## src/common/adss_pkg.sv

```systemverilog
// Shared constants and types for the converter sequencer block
package adss_pkg;

    // Register indices; byte address is four times the index
    localparam logic [9:0] IDX_CTRL = 10'h000;
    localparam logic [9:0] IDX_RESULT = 10'h001;
    localparam logic [9:0] IDX_IRQ_STATUS = 10'h002;
    localparam logic [9:0] IDX_IRQ_CLEAR = 10'h003;
    localparam logic [9:0] IDX_IRQ_ENABLE = 10'h004;
    localparam logic [9:0] IDX_PIN_CONFIG = 10'h09f;
    localparam int ADDR_W = 12;

    // Control register fields
    localparam int CTRL_POWER_BIT = 0;
    localparam int CTRL_GO_BIT = 1;
    localparam int CTRL_CLKSEL_LSB = 2;
    localparam int CTRL_CHAN_LSB = 4;

    // Reset values
    localparam logic [1:0] CLKSEL_RESET = 2'h0;
    localparam logic [1:0] CHAN_RESET = 2'h0;
    localparam logic [1:0] PIN_CONFIG_RESET = 2'h0;
    localparam logic IRQ_ENABLE_RESET = 1'b0;

    // Conversion clock selection codes
    localparam logic [1:0] CLKSEL_DIV2 = 2'h0;
    localparam logic [1:0] CLKSEL_DIV8 = 2'h1;
    localparam logic [1:0] CLKSEL_DIV32 = 2'h2;
    localparam logic [1:0] CLKSEL_RC = 2'h3;

    // Bit period in oscillator cycles for each divided selection
    localparam logic [5:0] TAD_DIV2 = 6'h02;
    localparam logic [5:0] TAD_DIV8 = 6'h08;
    localparam logic [5:0] TAD_DIV32 = 6'h20;

    // Oscillator cycles per instruction cycle
    localparam logic [2:0] INSTR_CYCLE_CLKS = 3'h4;
    // Bit periods of hold capacitor isolation after a conversion
    localparam logic [3:0] RECOVERY_TADS = 4'h2;
    localparam int RESULT_W = 8;

    typedef enum logic [2:0] {
        ST_IDLE = 3'b000,
        ST_START_DELAY = 3'b001,
        ST_CONVERT = 3'b010,
        ST_RECOVER = 3'b011
    } adss_state_e;

endpackage

```

## src/rtl/adss_sequencer.sv

```systemverilog
// Converter sequencing, result, interrupt and pin configuration logic
//
// The APB interface to the registers was chosen for this implementation.
`timescale 1ns/1ps

// Functional notes
// - Conversion survives sleep only with the RC clock selection (code 11).
// - RC selection waits one instruction cycle after go before converting.
// - Completion clears go and loads the result register.
// - Completion in sleep wakes if interrupt enabled; power bit stays set.
// - Non-RC clock plus sleep aborts and powers down; power bit kept.
// - Hold capacitor stays disconnected two bit periods after completion.
// - Hold capacitor is never discharged at conversion end.
// - Any reset restores registers except the result, powers off and aborts conversion.
// - Reset leaves the conversion result register uninitialised.
// - Pin configuration register holds two bits, resets to 00, rest zero.
// - Port bits 0-3 are analog channels; bit 3 may be external reference.
module adss_sequencer (
    // Clock and reset
    input wire logic ref_clk,
    input wire logic rstn,
    // APB slave
    input wire logic psel,
    input wire logic penable,
    input wire logic pwrite,
    input wire logic [adss_pkg::ADDR_W-1:0] paddr,
    input wire logic [31:0] pwdata,
    output logic [31:0] prdata,
    output logic pready,
    output logic pslverr,
    // Processor state and private RC clock enable
    input wire logic sleep_mode,
    input wire logic rc_tick,
    // Analog front end
    input wire logic cmp_above,
    output logic [7:0] sar_trial,
    output logic [1:0] channel_sel,
    output logic hold_connect,
    output logic converter_active,
    output logic [3:0] analog_pin_en,
    output logic ext_ref_en,
    // Interrupt and wake
    output logic irq,
    output logic wake_req
);

    logic power_on_reg;
    logic go_reg;
    logic [1:0] clksel_reg;
    logic [1:0] chan_reg;
    logic [1:0] pin_cfg_reg;
    logic [adss_pkg::RESULT_W-1:0] result_reg;
    logic irq_status_reg;
    logic irq_enable_reg;
    adss_pkg::adss_state_e state_reg;
    adss_pkg::adss_state_e state_next;
    logic [5:0] div_cnt_reg;
    logic [2:0] instr_cnt_reg;
    logic [3:0] tad_cnt_reg;
    logic [7:0] work_reg;
    logic [7:0] mask_reg;
    logic tad_tick;
    logic sleep_abort;
    logic done_evt;
    logic wr_en;
    logic rd_en;
    logic [2:0] sel;
    logic start_req;
    logic clr_req;
    logic power_eff;
    logic [4:0] pin_map;

    // Decodes a byte address into a register select; 7 means unmapped or misaligned
    function automatic logic [2:0] reg_decode(
        input logic [adss_pkg::ADDR_W-1:0] addr
    );
        logic [9:0] idx;
        idx = addr[adss_pkg::ADDR_W-1:2];
        if (addr[1:0] != 2'h0) begin
            reg_decode = 3'h7;
        end else if (idx == adss_pkg::IDX_CTRL) begin
            reg_decode = 3'h0;
        end else if (idx == adss_pkg::IDX_RESULT) begin
            reg_decode = 3'h1;
        end else if (idx == adss_pkg::IDX_IRQ_STATUS) begin
            reg_decode = 3'h2;
        end else if (idx == adss_pkg::IDX_IRQ_CLEAR) begin
            reg_decode = 3'h3;
        end else if (idx == adss_pkg::IDX_IRQ_ENABLE) begin
            reg_decode = 3'h4;
        end else if (idx == adss_pkg::IDX_PIN_CONFIG) begin
            reg_decode = 3'h5;
        end else begin
            reg_decode = 3'h7;
        end
    endfunction

    // Pin configuration: analog channel mask and reference use
    function automatic logic [4:0] pin_decode(input logic [1:0] cfg);
        case (cfg)
            2'h0: pin_decode = 5'h0f;
            2'h1: pin_decode = 5'h17;
            2'h2: pin_decode = 5'h03;
            default: pin_decode = 5'h00;
        endcase
    endfunction

    // Zero-wait slave: every access completes in its first access cycle
    assign pready = 1'b1;
    assign sel = reg_decode(paddr);
    assign wr_en = psel && penable && pwrite;
    assign rd_en = psel && penable && !pwrite;
    assign pslverr = psel && penable && (sel == 3'h7 ||
                     (pwrite && (sel == 3'h1 || sel == 3'h2)) ||
                     (!pwrite && sel == 3'h3));
    // Refused outside idle, so go never stands without a conversion
    assign start_req = wr_en && sel == 3'h0 &&
                       pwdata[adss_pkg::CTRL_GO_BIT] &&
                       pwdata[adss_pkg::CTRL_POWER_BIT] && !go_reg &&
                       state_reg == adss_pkg::ST_IDLE;
    assign clr_req = wr_en && sel == 3'h3 && pwdata[0];

    // Power as it stands after this edge; a start write powers up too
    assign power_eff = (wr_en && sel == 3'h0) ?
                       pwdata[adss_pkg::CTRL_POWER_BIT] : power_on_reg;

    // Non-RC clocks stop in sleep, so the conversion cannot continue
    assign sleep_abort = sleep_mode && clksel_reg != adss_pkg::CLKSEL_RC &&
                         go_reg;
    // Last trial bit is decided on this tick
    assign done_evt = state_reg == adss_pkg::ST_CONVERT && tad_tick &&
                      mask_reg[0];

    // Unselected and write-only registers read as zero
    always_comb begin
        prdata = 32'h0;
        if (rd_en) begin
            case (sel)
                3'h0: begin
                    prdata[adss_pkg::CTRL_POWER_BIT] = power_on_reg;
                    prdata[adss_pkg::CTRL_GO_BIT] = go_reg;
                    prdata[adss_pkg::CTRL_CLKSEL_LSB+:2] = clksel_reg;
                    prdata[adss_pkg::CTRL_CHAN_LSB+:2] = chan_reg;
                end
                3'h1: prdata[adss_pkg::RESULT_W-1:0] = result_reg;
                3'h2: prdata[0] = irq_status_reg;
                3'h4: prdata[0] = irq_enable_reg;
                3'h5: prdata[1:0] = pin_cfg_reg;
                default: prdata = 32'h0;
            endcase
        end
    end

    // Control fields
    always_ff @(posedge ref_clk) begin
        if (!rstn) begin
            power_on_reg <= 1'b0;
            clksel_reg <= adss_pkg::CLKSEL_RESET;
            chan_reg <= adss_pkg::CHAN_RESET;
        end else if (wr_en && sel == 3'h0) begin
            // Power bit is software's alone; sleep abort leaves it set
            power_on_reg <= pwdata[adss_pkg::CTRL_POWER_BIT];
            clksel_reg <= pwdata[adss_pkg::CTRL_CLKSEL_LSB+:2];
            chan_reg <= pwdata[adss_pkg::CTRL_CHAN_LSB+:2];
        end
    end

    always_ff @(posedge ref_clk) begin
        if (!rstn) begin
            pin_cfg_reg <= adss_pkg::PIN_CONFIG_RESET;
        end else if (wr_en && sel == 3'h5) begin
            pin_cfg_reg <= pwdata[1:0];
        end
    end

    // Go flag: cleared by completion, abort or power-off
    always_ff @(posedge ref_clk) begin
        if (!rstn) begin
            go_reg <= 1'b0;
        end else if (done_evt || sleep_abort) begin
            go_reg <= 1'b0;
        end else if (wr_en && sel == 3'h0 &&
                     !pwdata[adss_pkg::CTRL_POWER_BIT]) begin
            go_reg <= 1'b0;
        end else if (start_req) begin
            go_reg <= 1'b1;
        end
    end

    // Result keeps its value through every reset
    always_ff @(posedge ref_clk) begin
        if (done_evt) begin
            result_reg <= work_reg | mask_reg &
                          {8{cmp_above}};
        end
    end

    // Interrupt status; a completion beats a clear in the same cycle
    always_ff @(posedge ref_clk) begin
        if (!rstn) begin
            irq_status_reg <= 1'b0;
        end else if (done_evt) begin
            irq_status_reg <= 1'b1;
        end else if (clr_req) begin
            irq_status_reg <= 1'b0;
        end
    end

    // Interrupt enable
    always_ff @(posedge ref_clk) begin
        if (!rstn) begin
            irq_enable_reg <= adss_pkg::IRQ_ENABLE_RESET;
        end else if (wr_en && sel == 3'h4) begin
            irq_enable_reg <= pwdata[0];
        end
    end

    // Level output, high until software clears the status
    assign irq = irq_status_reg && irq_enable_reg;
    assign wake_req = irq && sleep_mode;

    // Bit period enable from the oscillator divider or the RC clock
    // Divider restarts per conversion so the first bit gets a full period
    always_ff @(posedge ref_clk) begin
        if (!rstn || state_reg == adss_pkg::ST_IDLE ||
            state_reg == adss_pkg::ST_START_DELAY) begin
            div_cnt_reg <= 6'h0;
        end else if (tad_tick) begin
            div_cnt_reg <= 6'h0;
        end else begin
            div_cnt_reg <= div_cnt_reg + 6'h1;
        end
    end

    always_comb begin
        case (clksel_reg)
            adss_pkg::CLKSEL_DIV2:
                tad_tick = div_cnt_reg == adss_pkg::TAD_DIV2 - 6'h1;
            adss_pkg::CLKSEL_DIV8:
                tad_tick = div_cnt_reg == adss_pkg::TAD_DIV8 - 6'h1;
            adss_pkg::CLKSEL_DIV32:
                tad_tick = div_cnt_reg == adss_pkg::TAD_DIV32 - 6'h1;
            // RC ticks come from outside and keep running in sleep
            default: tad_tick = rc_tick;
        endcase
    end

    // Sequencer
    always_comb begin
        state_next = state_reg;
        case (state_reg)
            adss_pkg::ST_IDLE: begin
                if (start_req) begin
                    if (pwdata[adss_pkg::CTRL_CLKSEL_LSB+:2] ==
                        adss_pkg::CLKSEL_RC) begin
                        state_next = adss_pkg::ST_START_DELAY;
                    end else begin
                        state_next = adss_pkg::ST_CONVERT;
                    end
                end
            end
            adss_pkg::ST_START_DELAY: begin
                if (instr_cnt_reg == adss_pkg::INSTR_CYCLE_CLKS - 3'h1) begin
                    state_next = adss_pkg::ST_CONVERT;
                end
            end
            adss_pkg::ST_CONVERT: begin
                if (done_evt) begin
                    state_next = adss_pkg::ST_RECOVER;
                end
            end
            adss_pkg::ST_RECOVER: begin
                if (tad_tick && tad_cnt_reg == adss_pkg::RECOVERY_TADS -
                    4'h1) begin
                    state_next = adss_pkg::ST_IDLE;
                end
            end
            default: state_next = adss_pkg::ST_IDLE;
        endcase
        if (sleep_abort || !power_eff) begin
            state_next = adss_pkg::ST_IDLE;
        end
    end

    // Reset drops any conversion in progress
    always_ff @(posedge ref_clk) begin
        if (!rstn) begin
            state_reg <= adss_pkg::ST_IDLE;
        end else begin
            state_reg <= state_next;
        end
    end

    // Instruction cycle wait before an RC conversion starts
    always_ff @(posedge ref_clk) begin
        if (!rstn || state_reg != adss_pkg::ST_START_DELAY) begin
            instr_cnt_reg <= 3'h0;
        end else begin
            instr_cnt_reg <= instr_cnt_reg + 3'h1;
        end
    end

    // Recovery bit period count
    always_ff @(posedge ref_clk) begin
        if (!rstn || state_reg != adss_pkg::ST_RECOVER) begin
            tad_cnt_reg <= 4'h0;
        end else if (tad_tick) begin
            tad_cnt_reg <= tad_cnt_reg + 4'h1;
        end
    end

    // Successive approximation, most significant bit first
    always_ff @(posedge ref_clk) begin
        if (!rstn || state_reg != adss_pkg::ST_CONVERT) begin
            work_reg <= 8'h00;
            mask_reg <= 8'h80;
        end else if (tad_tick) begin
            if (cmp_above) begin
                work_reg <= work_reg | mask_reg;
            end
            mask_reg <= {1'b0, mask_reg[7:1]};
        end
    end

    assign sar_trial = work_reg | mask_reg;
    assign channel_sel = chan_reg;
    // Powered down in sleep unless the RC clock keeps running
    assign converter_active = power_on_reg &&
                              !(sleep_mode &&
                                clksel_reg != adss_pkg::CLKSEL_RC);
    // Switch opens for conversion and recovery; no discharge path exists
    assign hold_connect = converter_active &&
                          state_reg == adss_pkg::ST_IDLE;
    // One decode feeds both the channel mask and the reference select
    assign pin_map = pin_decode(pin_cfg_reg);
    assign analog_pin_en = pin_map[3:0];
    assign ext_ref_en = pin_map[4];

endmodule

```

## config.mk

```make
export PLATFORM = sky130hd
export DESIGN_NAME = adss_sequencer
export DESIGN_NICKNAME = d
export VERILOG_FILES = /design/src/common/adss_pkg.sv /design/src/rtl/adss_sequencer.sv
export SDC_FILE = /design/constraint.sdc
export NUM_CORES = 1
export LEC_CHECK = 0
export BUFFER_PORTS_ARGS = -buffer_cell sky130_fd_sc_hd__buf_2
export CORE_MARGIN = 2
export CORE_UTILIZATION = 49
export DETAILED_ROUTE_END_ITERATION = 10
export GPL_ROUTABILITY_DRIVEN = 0
export GPL_TIMING_DRIVEN = 0
export PLACE_DENSITY = 0.8
export SKIP_LAST_GASP = 1
export SLEW_MARGIN = 20
export SYNTH_ARGS = -nofsm -noshare
export SYNTH_HDL_FRONTEND = slang
export SYNTH_SLANG_ARGS = --single-unit
export TNS_END_PERCENT = 5
```

## constraint.sdc

```tcl
create_clock -name ref_clk -period 2.85 [get_ports ref_clk]
set_input_delay 0.4275 -clock ref_clk [delete_from_list [all_inputs] [get_ports ref_clk]]
set_output_delay 0.4275 -clock ref_clk [all_outputs]
set_load 0.02 [all_outputs]
```

### Word level (Yosys, flattened, before mapping)

Cells that the tools add are included.

* output and inout bits: 53
* register bits after elaboration: 50
* input port bits: 52

* bitwise logic cells: 4
* eq/ne operators: 32
* mux-type cells: 23
* reductions and logical operators: 53
* add/sub/neg operators: 3

Operators with widths (count)
* 3-bit two-way mux: 9
* 1-bit logical AND: 25
* 10-bit by 2-bit equality test with 1-bit output, second input constant: 2
* 8-bit bitwise OR: 2
* 3-bit by 2-bit equality test with 1-bit output, second input constant: 5
* 5-bit case mux with 3 select lines: 1
* 3-bit case mux with 4 select lines: 1
* 10-bit by 1-bit equality test with 1-bit output, second input constant: 1
* 10-bit by 3-bit equality test with 1-bit output, second input constant: 1
* 10-bit by 8-bit equality test with 1-bit output, second input constant: 1
* 10-bit zero test: 1
* 1-bit logical OR: 10
* 3-bit equality test, second input constant: 3
* 8-bit bitwise AND: 1
* 2-bit two-way mux: 4
* 8-bit two-way mux: 1
* 2-bit != test, second input constant: 4
* 4-bit case mux with 2 select lines: 1
* 6-bit by 1-bit adder with 6-bit output, second input constant: 1
* 2-bit equality test, second input constant: 3
* 3-bit by 1-bit equality test with 1-bit output, second input constant: 2
* 6-bit by 1-bit equality test with 1-bit output, second input constant: 1
* 6-bit by 3-bit equality test with 1-bit output, second input constant: 1
* 6-bit by 5-bit equality test with 1-bit output, second input constant: 1
* other kinds (19): 33

### Longest topological paths before layout

* depth after elaboration: 16
* mapped depth: 8
* mapped depth without buffers: 7

### Worst setup path after synthesis

Ideal clock, no wire load.

* kind: input to output
* start point: input port paddr[11] in the netlist's numbering
* end point: output port prdata[0]
* data required time: 2.423 ns
* stages on the path: 6
* data arrival time: 2.249 ns
* path slack: 0.173 ns
* cell sequence: nor4_4 and3_2 clkbuf_1 nand2_1 a311o_1 a21boi_0

* word-level cells in the longest chain between the ends: 11

Ends and longest elaborated chain
* from (decl): line adss_sequencer.sv:26 `input wire logic [adss_pkg::ADDR_W-1:0] paddr,`
* 10-bit by 8-bit equality test with 1-bit output: line adss_sequencer.sv:91 `end else if (idx == adss_pkg::IDX_PIN_CONFIG) begin`
* 2-bit two-way mux: line adss_sequencer.sv:91
* 2-bit two-way mux: line adss_sequencer.sv:89 `end else if (idx == adss_pkg::IDX_IRQ_ENABLE) begin`
* 3-bit two-way mux: line adss_sequencer.sv:87 `end else if (idx == adss_pkg::IDX_IRQ_CLEAR) begin`
* 3-bit two-way mux: line adss_sequencer.sv:85 `end else if (idx == adss_pkg::IDX_IRQ_STATUS) begin`
* 3-bit two-way mux: line adss_sequencer.sv:83 `end else if (idx == adss_pkg::IDX_RESULT) begin`
* 3-bit two-way mux *: line adss_sequencer.sv:81 `end else if (idx == adss_pkg::IDX_CTRL) begin`
* 3-bit two-way mux *: line adss_sequencer.sv:79 `if (addr[1:0] != 2'h0) begin`
* 3-bit equality test (tied with other cells): line adss_sequencer.sv:138 `case (sel)`
* 1-bit case mux with 5 select lines *: line adss_sequencer.sv:138
* 8-bit two-way mux *: line adss_sequencer.sv:137 `if (rd_en) begin`
* to (decl): line adss_sequencer.sv:28 `output logic [31:0] prdata,`

Every way passes the cells marked *; elsewhere a longest branch is shown, timed or not.

### Worst setup path in the final report

* start point: input port paddr[11] in the netlist's numbering
* end point: output port prdata[1]

* word-level cells in the longest chain between the ends: 11

Ends and longest elaborated chain (line)
* 10-bit by 8-bit equality test with 1-bit output: adss_sequencer.sv:91
* 2-bit two-way mux: adss_sequencer.sv:91
* 2-bit two-way mux: adss_sequencer.sv:89
* 3-bit two-way mux: adss_sequencer.sv:87
* 3-bit two-way mux: adss_sequencer.sv:85
* 3-bit two-way mux: adss_sequencer.sv:83
* 3-bit two-way mux *: adss_sequencer.sv:81
* 3-bit two-way mux *: adss_sequencer.sv:79
* 3-bit equality test (tied with other cells): adss_sequencer.sv:138
* 1-bit case mux with 3 select lines *: adss_sequencer.sv:138
* 8-bit two-way mux *: adss_sequencer.sv:137

Marks and branches as above.

==> flow_metrics.tcl <==
set metrics [dict create \
    antenna_found_initial 0 \
    antennaDiodeCount 0 \
    cp_max_fo 9 \
    finalWorstSetupSlack_ns 0.1580 \
    status "finished, final reports clean" \
    ys_seq_elements 49 \
    crit_path_end_kind "output pin" \
    pre_cts_ws_ns -0.03716 \
    clkTransAtPathRegs_ns 0.09 \
    dp_hpwl_microns 4586 \
    synthArstFlopShare_pct 0 \
    multi_input_area_sq_um 1513 \
    grt_pass1_vias 2184 \
    holdPathStages 3 \
    p_leak_uw 0.001579 \
    layout.area.seq_sq_um 1061 \
    synth_commonest_cells "41 x dfxtp_1, 36 x nand2_1, 26 x buf_4, 23 x a21oi_1, 19 x nor2_1" \
    rsz0062_at_grt "false" \
    grt_pass1_wl_microns 9639 \
    synth.area.top_cells "dfxtp_1 30%, edfxtp_1 8.7%, buf_4 7.1%" \
    crit_top_cell "buf_2" \
    setup_tns_ns 0 \
    r2r_slack_ns 0.28 \
    via_per_inst 5.165 \
    routed_wl_microns 5905 \
    fp.dieH_microns 79.04 \
    wire_per_inst_microns 12.64 \
    whs_ns 0.3798 \
    rows 27 \
    cts_max_path_buffers 2 \
    detail-route-antenna-nets 0 \
    place_area_sq_um 3196 \
    root_buffer "clkbuf_8" \
    vias 2412 \
    synth_top_cell_by_area "dfxtp_1" \
    path_cells "buf_2 -> nor4_4 -> nand3_1 -> mux2_2 -> a22oi_1 -> nor4_1 -> buf_2" \
    tightest_slew_ns 0.6432 \
    yosysTopAreaCellShare_pct 29.75 \
    slew_viol_final 0 \
    syn-cell-area_sq_um 2759 \
    critPathRequiredTime_ns 2.42 \
    grtUsageTotal_pct 19.14 \
    rr_endpoint "result_reg[1]$_DFFE_PP_" \
    cts-buffers-inserted 5 \
    fin_worst_skew_ns 0.006631 \
    drive_above_1_share_pct 27.59 \
    boundaryPins 105 \
    fin_crit_sh_pct 94.46 \
    relSlewSlack_pct 56.79 \
    period_needed_ns 2.692 \
    ir_drop_v 0.0003413 \
    yosysWarnings 0 \
    start_util_pct 50.41 \
    grt_max_degree 16 \
    cts_max_level 2 \
    area_delta_synth_final_pct 19.41 \
    ys_types 56 \
    clock_sinks 49 \
    post-place-cells 460 \
    clk_latency_ns 0.30 \
    finalSetupViolations 0 \
    maxCapViolCount 0 \
    rr_worst_depth 6 \
    path_class "in2out" \
    first_pass_iters 4 \
    power.density_nw_per_um2 376.5 \
    synth_seq_area_share_pct 38.46 \
    arrival_ns 2.26 \
    io_buffers 52 \
    synth_most_common_cell "dfxtp_1" \
    cp_slowest_stage_delay_ns 0.49 \
    drcViolationCount 0 \
    fin_cells 467 \
    synth_ff_type "dfxtp_1" \
    hp-class "in2reg" \
    synth_edf_count 8 \
    slowest_stage "nor4_4" \
    min_to "channel_sel[0]$_SDFFE_PN0N_" \
    grt_overflow 0 \
    die_width_microns 79.04 \
    synth_cells 313 \
    max_freq_mhz 371.5 \
    avgSynthCellArea_sq_um 8.814 \
    fillCellCount 499 \
    final-hold-violation-count 0 \
    startpoint_type "input port" \
    final_nets 457 \
    holdCritStartpoint "pwdata[4]" \
    drtIter0Drc 72 \
    worst_r2r_startpoint "clksel_reg[0]$_SDFFE_PN0N_" \
    cts_tree "done" \
    die_area_sq_um 6247 \
    stdcell_area_sq_um 3294 \
    core_sq_um 5473 \
]
-- cells in the final DEF (no fill, tap or decap), drive strengths merged, types with 3 or more instances in the layout --
cell type and instances:
buf 80, dfxtp 41, nand2 37, conb 25
a21oi 23, nor2 19, inv 13, ha 11
clkbuf 11, a21o 10, or2 8, o2111a 8
edfxtp 8, nand3 8, and3 8, nor2b 7
mux2i 7, and2 7, o21ai 7, nor4 6
nand4 5, nor3 5, a211oi 3, a21boi 3
xnor2 3
-- critical path, delay by kind of cell --
family / cells / cell delay, ns
compound gates: 1 / 0.06
buf+inv: 2 / 0.33
mux: 1 / 0.33
simple gates: 3 / 1.11
-- stage by stage --
stage          utilization, %  total power (uW)
2_1_floorplan               -             796.3
3_3_place_gp            58.39             827.2
3_5_place_dp            58.39             828.3
4_1_cts                 60.13              1244
5_1_grt                 60.20              1284
6_report                60.20              1240
-- worst max-delay path by stage --
stage                               startpoint                 endpoint  slack [ns]  cells past startpoint
floorplan                            paddr[11]                prdata[0]        0.17                      6
global placement                      paddr[3]                prdata[0]       -0.04                      8
detailed placement                    paddr[3]                prdata[0]       -0.04                      8
CTS                 clksel_reg[0]$_SDFFE_PN0N_  result_reg[1]$_DFFE_PP_        0.07                      6
global route                         paddr[11]                prdata[1]        0.03                      7
finish                               paddr[11]                prdata[1]        0.16                      7
-- area by class of cell --
class | instances | share of cell area [%]
Buffer | 33 | 6.988
Timing Repair Buffer | 52 | 7.900
Sequential cell | 49 | 32.21
Clock inverter | 2 | 0.3798
Inverter | 12 | 1.367
Clock buffer | 6 | 2.507
Tap cell | 72 | 2.735
Multi-Input combinational cell | 241 | 45.92
-- report_power, final --
part / internal, uW / leakage [uW] / switching, uW
combinational: 46.3 / 0.00114 / 69.5
clock: 197 / 0.0000492 / 228
sequential: 700 / 0.000387 / 0.00347
-- metal layers --
metal	part of all wire [%]	vias to the layer above	track usage, %
met3	6.6	10	4.545
met1	45	1095	24.66
met2	47	88	31.36
li1	-	1219	-
met4	1.4	0	6.897
met5	0	-	0
-- cells by family (layout without fill, tap and decap cells) --
family	Yosys count	after routing	share of synthesized area [%]
compound gates	71	71	18.14
xor+xnor	5	5	1.588
fa+ha+maj	11	11	4.989
buf+inv	46	105	10.11
flops	49	49	38.46
mux	8	8	2.948
other cells	2	25	0.2722
simple gates	121	121	23.49
-- repair_timing --
action / in CTS / in global routing
setup endpoints to repair: 1 / 10
hold buffers: 0 / 0
resized for setup: 1 / 1
setup buffers: 0 / 0
Power figures use the tool's default switching activity.
